## src/design/tsbsp_defs.svh

```systemverilog
`ifndef TSBSP_DEFS_SVH
`define TSBSP_DEFS_SVH
// slot geometry
`define TSBSP_SLOTS_PER_FRAME 84
`define TSBSP_BITS_PER_SLOT 8
`define TSBSP_STUFF_DELAY 8
// stuff pattern sent in a stuffed slot
`define TSBSP_STUFF_BYTE 8'hFF
// reset values
`define TSBSP_TXD_RST 1'b1
`endif

```

## src/design/tsbsp_pkg.sv

```systemverilog
package tsbsp_pkg;
    // per-lane state: synchronisers, edge tracking, slot position, stuff delay
    typedef struct packed {
        logic [1:0] clk_s;
        logic [1:0] stb_s;
        logic [1:0] tst_s;
        logic [1:0] rd_s;
        logic [1:0] rst_s;
        logic clk_prev;
        logic in_frame;
        logic [6:0] slot;
        logic [2:0] bitn;
        logic [7:0] stuff_pipe;
        logic cur_stuffed;
        logic [7:0] tx_byte;
        logic [7:0] rx_sh;
        logic [7:0] rx_byte;
        logic rx_valid;
        logic txd;
    } tsbsp_lane_t;
endpackage

```

## src/design/tsbsp_slot_port.sv

```systemverilog
`timescale 1ns/1ps
`default_nettype none
`include "tsbsp_defs.svh"
module tsbsp_slot_port
    import tsbsp_pkg::*;
#(
    parameter int SLOTS = `TSBSP_SLOTS_PER_FRAME
) (
    // clock and reset
    input wire logic sys_clk,
    input wire logic nrst,
    // payload bus from master
    input wire logic payload_bus_clock,
    input wire logic payload_frame_strobe,
    input wire logic payload_tx_stuff_request,
    input wire logic payload_rx_serial_data,
    input wire logic payload_rx_stuff_flag,
    // payload bus to master
    output logic payload_tx_serial_data,
    output logic tx_sync_indication,
    // overhead bus from master
    input wire logic overhead_bus_clock,
    input wire logic overhead_frame_strobe,
    input wire logic overhead_tx_stuff_request,
    input wire logic overhead_rx_serial_data,
    input wire logic overhead_rx_stuff_flag,
    // overhead bus to master
    output logic overhead_tx_serial_data,
    // user side: transmit bytes, taken at each slot start that is not stuffed
    input wire logic [7:0] payload_tx_byte,
    input wire logic payload_tx_sync_req,
    input wire logic [7:0] overhead_tx_byte,
    // user side: received bytes
    output logic [7:0] payload_rx_byte,
    output logic payload_rx_valid,
    output logic [7:0] overhead_rx_byte,
    output logic overhead_rx_valid,
    output logic [6:0] payload_slot_index,
    output logic [6:0] overhead_slot_index,
    output logic payload_slot_start,
    output logic overhead_slot_start
);

    typedef struct packed {
        tsbsp_lane_t pl;
        tsbsp_lane_t oh;
        logic sync;
        logic pl_start;
        logic oh_start;
    } tsbsp_state_t;

    tsbsp_state_t s_q, s_d;

    // one rising edge of the sampled link clock advances the lane one bit;
    // the overhead lane reuses this exactly, with its own pins
    function automatic tsbsp_lane_t lane_step(input tsbsp_lane_t l, input logic ck,
            input logic sb, input logic ts, input logic rd, input logic rs,
            input logic [7:0] txb, output logic start);
        tsbsp_lane_t n;
        logic rise;
        logic frame_first;
        logic sstart;
        n = l;
        start = 1'b0;
        frame_first = 1'b0;
        sstart = 1'b0;
        // first stage feeds only the second stage
        n.clk_s = {l.clk_s[0], ck};
        n.stb_s = {l.stb_s[0], sb};
        n.tst_s = {l.tst_s[0], ts};
        n.rd_s = {l.rd_s[0], rd};
        n.rst_s = {l.rst_s[0], rs};
        n.clk_prev = l.clk_s[1];
        n.rx_valid = 1'b0;
        rise = l.clk_s[1] & ~l.clk_prev;
        if (rise) begin
            frame_first = l.stb_s[1];
            sstart = frame_first || l.bitn == 3'd7 || !l.in_frame;
            // receive: sample bit launched on the previous rising edge
            // the edge that shows the strobe carries bit 7 of slot 0, so it shifts too
            if ((l.in_frame || frame_first) && !l.rst_s[1]) begin // stuffed bits dropped
                n.rx_sh = {l.rx_sh[6:0], l.rd_s[1]}; // msb first
            end
            // the eighth bit of a slot arrives on the edge before the next slot start
            if (l.in_frame && !sstart && l.bitn == 3'd6 && !l.rst_s[1]) begin
                n.rx_byte = {l.rx_sh[6:0], l.rd_s[1]};
                n.rx_valid = 1'b1;
            end
            if (sstart) begin
                n.bitn = 3'd0;
                n.in_frame = l.in_frame | frame_first;
                if (frame_first) begin
                    n.slot = 7'd0;
                end else if (l.slot == 7'(SLOTS - 1)) begin
                    n.slot = 7'd0;
                end else begin
                    n.slot = l.slot + 7'd1;
                end
                // stuff request taken at slot start, lands eight slots later
                n.stuff_pipe = {l.stuff_pipe[6:0], l.tst_s[1]};
                n.cur_stuffed = l.stuff_pipe[`TSBSP_STUFF_DELAY - 1];
                n.tx_byte = l.stuff_pipe[`TSBSP_STUFF_DELAY - 1] ?
                    `TSBSP_STUFF_BYTE : txb;
                n.txd = l.stuff_pipe[`TSBSP_STUFF_DELAY - 1] ? 1'b1 : txb[7];
                start = 1'b1;
            end else begin
                n.bitn = l.bitn + 3'd1;
                n.txd = l.tx_byte[3'd6 - l.bitn]; // launch on rising edge
            end
        end
        return n;
    endfunction

    // next state for both lanes and the sync indication
    always_comb begin
        logic pls;
        logic ohs;
        pls = 1'b0;
        ohs = 1'b0;
        s_d = s_q;
        s_d.pl = lane_step(s_q.pl, payload_bus_clock, payload_frame_strobe,
            payload_tx_stuff_request, payload_rx_serial_data, payload_rx_stuff_flag,
            payload_tx_byte, pls);
        s_d.oh = lane_step(s_q.oh, overhead_bus_clock, overhead_frame_strobe,
            overhead_tx_stuff_request, overhead_rx_serial_data, overhead_rx_stuff_flag,
            overhead_tx_byte, ohs);
        s_d.pl_start = pls;
        s_d.oh_start = ohs;
        // sync follows the slot; forced low in stuffed slots
        if (pls) begin
            s_d.sync = payload_tx_sync_req & ~s_d.pl.cur_stuffed;
        end
    end

    // registered state; asynchronous reset to constants only
    always_ff @(posedge sys_clk or negedge nrst) begin
        if (!nrst) begin
            s_q <= '0;
            s_q.pl.txd <= `TSBSP_TXD_RST;
            s_q.oh.txd <= `TSBSP_TXD_RST;
        end else begin
            s_q <= s_d;
        end
    end

    // outputs straight from flip-flops
    assign payload_tx_serial_data = s_q.pl.txd;
    assign overhead_tx_serial_data = s_q.oh.txd;
    assign tx_sync_indication = s_q.sync;
    assign payload_rx_byte = s_q.pl.rx_byte;
    assign payload_rx_valid = s_q.pl.rx_valid;
    assign overhead_rx_byte = s_q.oh.rx_byte;
    assign overhead_rx_valid = s_q.oh.rx_valid;
    assign payload_slot_index = s_q.pl.slot;
    assign overhead_slot_index = s_q.oh.slot;
    assign payload_slot_start = s_q.pl_start;
    assign overhead_slot_start = s_q.oh_start;
endmodule
`default_nettype wire

```

## config.mk

```make
export PLATFORM = sky130hd
export DESIGN_NAME = tsbsp_slot_port
export DESIGN_NICKNAME = d
export VERILOG_FILES = /design/src/design/tsbsp_pkg.sv /design/src/design/tsbsp_slot_port.sv
export VERILOG_INCLUDE_DIRS = /design/src /design/src/design
export SDC_FILE = /design/constraint.sdc
export NUM_CORES = 1
export LEC_CHECK = 0
export ABC_AREA = 1
export BUFFER_PORTS_ARGS = -buffer_cell sky130_fd_sc_hd__buf_2
export CORE_ASPECT_RATIO = 1.1
export CORE_UTILIZATION = 50
export DETAILED_ROUTE_END_ITERATION = 6
export PLACE_DENSITY = 0.7
export REMOVE_ABC_BUFFERS = 1
export SYNTH_ARGS = -nofsm -noshare
export SYNTH_HDL_FRONTEND = slang
export SYNTH_SLANG_ARGS = --single-unit
```

## constraint.sdc

```tcl
create_clock -name sys_clk -period 1.8 [get_ports sys_clk]
set_input_delay 0.27 -clock sys_clk [delete_from_list [all_inputs] [get_ports sys_clk]]
set_output_delay 0.27 -clock sys_clk [all_outputs]
set_load 0.005 [all_outputs]
```

==> results.txt <==
Outcome -> complete, no violations
Sequential Power Share -> 42.8%
CP peak stage delay -> 0.40 ns
NetSw -> 1.85 mW
Io pins -> 66
Global-route wire length before repair -> 15700 µm
Avg Inst Size Synth -> 9.59 µm²
Max Freq -> 0.593 GHz
WS Path Type -> flip-flop to flip-flop
Worst path arrival time -> 2.10 ns
Pleak -> 3.13 nW
Antenna violations before repair -> 0
Combinational Power Share -> 12.8%
Fillers -> 792
Core Rows -> 37
Area delta synth->final -> 20.9%
Total gr overflow -> 0
Starting Density -> 52.3%
Die width -> 97.2 µm
Avg WL per Cell -> 12.5 µm
Final weighted congestion in routability-driven placement -> 0.809
TritonCTS clock tree -> built
YS warnings -> 0
Synth Cell Area -> 4980 µm²
Worst-path cell chain -> ha_1, ha_1, nor2_2, nand2_2, nand2_4, inv_2, buf_4, o21ai_0
CP max-delay cell -> dfrtp_1
H-tree depth -> 4
Max cap viols -> 0
Slew Limit Fails -> 0
Clk pin slew, worst setup/hold paths -> 0.06 ns
Top FF cell, synth -> dfrtp_1
Synth cell count leaders -> nand2_1 (138), dfrtp_1 (111), inv_1 (56)
Sw Ratio -> 25.6%
Setup violations, final -> 0
Synth async-reset ratio -> 100%
PD cells -> 1200 nW/µm²
DIE AREA -> 10400 µm²
Drt pass-1 iters -> 4
Total GRT Usage -> 19.1%
Core Box Area -> 9540 µm²
Worst-skew pair later-pin latency -> 0.51 ns
Detailed-route via count -> 3508
Drt via density -> 4.86
Pint -> 5.36 mW
Crit-path max FO -> 19
CP Capture Type -> flip-flop
EDFF count, synth -> 0
Layout Skew -> 0.00707 ns
Post-route DRC -> 0
Register bit total from synthesis -> 113
Minimum clock period -> 1.69 ns
Die Y -> 107 µm
CTS Buf Count -> 17
Post-Route Setup TNS -> 0 ns
Port bufs -> 65
Largest net degree at the start of global routing -> 39
Share of cells above drive strength 1 -> 26.6%
WP buf/inv -> 2
Sequential Area -> 2830 µm²
Vias in the first global route -> 3588
Clk pwr share -> 44.4%
Final #Nets -> 631
HP Class -> primary input to flip-flop
Hold Violations, Final -> 0
RSZ-0062 raised after global routing -> no
Most frequent cell after synthesis -> nand2_1
Top cell type by total area after synthesis -> dfrtp_1
Sequential cell area fraction in the yosys report -> 56.8%
Footprint of the multi-input gates -> 1590 µm²
Clock root buffer -> clkbuf_8
Post-route cell area -> 6030 µm²
Top delay family on crit path -> adder cells
Post-place instance area -> 5220 µm²
Antenna violation net count after detailed routing -> 0
DR iter-0 viols -> 120
Max Buffers Root-to-Sink -> 2
Post-Synthesis Cells -> 520
Tcrit/Tclk final -> 93.7%
Worst rel slew slack -> 53.0%
Clk sinks -> 113
Antenna diode count -> 0
Top-area cell type share of the netlist area -> 55.7%
Wirelength, routed -> 9040 µm
Post-CTS setup repair buffer count -> 0
Worst-Margin Slew -> 0.704 ns
Critical path startpoint category -> flip-flop
Max VDD drop -> 0.560 mV
Critical Path RT -> 2.21 ns
Synth cell types -> 30
Post-DP HPWL -> 5920 µm
Top post-synthesis cells by area -> dfrtp_1 (56%), nand2_1 (10%), o21ai_2 (5.6%), buf_4 (5.0%), o21ai_0 (4.3%)
Top cell by count, worst path -> ha_1
Worst R2R Setup Slack -> 0.11 ns
metrics by stage:
stage	hold slack [ns]	power (mW)	utilization [%]	setup slack (ns)	std cells
6_report	0.00786	7.21	63.2	0.113	722
5_1_grt	0.000594	7.58	63.2	0.00634	722
4_1_cts	0.00537	7.28	62.9	0.0445	721
3_5_place_dp	0.254	4.00	54.7	0.0600	669
3_3_place_gp	0.246	3.95	54.7	0.161	669
2_1_floorplan	-0.0256	3.66	-	0.0824	476
worst min-delay path: stages:
cell,delay [ns]
buf_2,0.08
o21ai_0,0.06
o21ai_0,0.07
metal layers:
| layer | up-vias | share of wire [%] | global-route usage (%) |
|---|---|---|---|
| met1 | 1653 | 44 | 22.8 |
| met5 | - | 0 | 0 |
| met3 | 22 | 4.1 | 5.22 |
| met4 | 0 | 2.2 | 9.17 |
| met2 | 93 | 50 | 32.2 |
| li1 | 1740 | - | - |
kinds of logic after synthesis:
logic type	Yosys count	share of synthesized area, %
and+or+nand+nor	208	17.9
buffers and inverters	105	11.6
xor gates and xnor gates	1	0.176
adders and majority gates	10	2.51
AOI/OAI and AO/OA	83	11.0
DFF	113	56.8
power by group through the flow:
stage	Clock, mW	Sequential (mW)	Combinational, mW
final	3.20	3.09	0.923
after CTS	3.26	3.08	0.934
after global routing	3.39	3.13	1.06
after detailed placement	0	3.12	0.875
after floorplan	0	3.09	0.567
after global placement	0	3.11	0.840
sequential cells by signal, summed over array words and instances (netlist names):
| signal | count |
|---|---|
| overhead_rx_byte | 8 |
| overhead_rx_valid | 1 |
| overhead_slot_index | 7 |
| overhead_slot_start | 1 |
| overhead_tx_serial_data | 1 |
| payload_rx_byte | 8 |
| payload_rx_valid | 1 |
| payload_slot_index | 7 |
| payload_slot_start | 1 |
| payload_tx_serial_data | 1 |
| s_d | 12 |
| s_q | 64 |
| tx_sync_indication | 1 |
worst paths after layout:
path                               startpoint      end  cells past startpoint
min in group asynchronous                nrst  s_q[79]                      2
max in group asynchronous                nrst  s_q[53]                      3
hold reg to reg                       s_d[55]  s_q[55]                      0
setup reg to reg                      s_q[39]  s_q[21]                      8
setup / recovery                      s_q[39]  s_q[21]                      8
hold / removal             payload_tx_byte[2]  s_q[80]                      3
layout by cell type, fill, tap and decap left out, drive strengths merged:
master         n
nand4          1
clkinv         3
inv           61
a22o           2
o21bai         2
clkbuf        23
nor2          33
dfrtp        111
o21ai         77
nand2        146
ha            10
nand3b         3
nand3         23
clkinvlp       4
a21oi          2
bufinv         2
nor3           2
buf           76
xor2           1
dlygate4sd3   21
dfstp          2
repair_timing:
action / CTS / global route
endpoints found under the setup margin: 0 / 16
hold buffers: 20 / 1
resized for setup: 0 / 5
endpoints found under the hold margin: 46 / 1
cell type report:
type	count	share of cell area [%]
multi-input combinational	302	26.4
tap	117	2.43
inverter	61	3.84
sequential	113	47.0
clock inverter	9	1.74
timing repair buffer	97	10.7
clock buffer	23	7.91
Power figures use the tool's default switching activity.
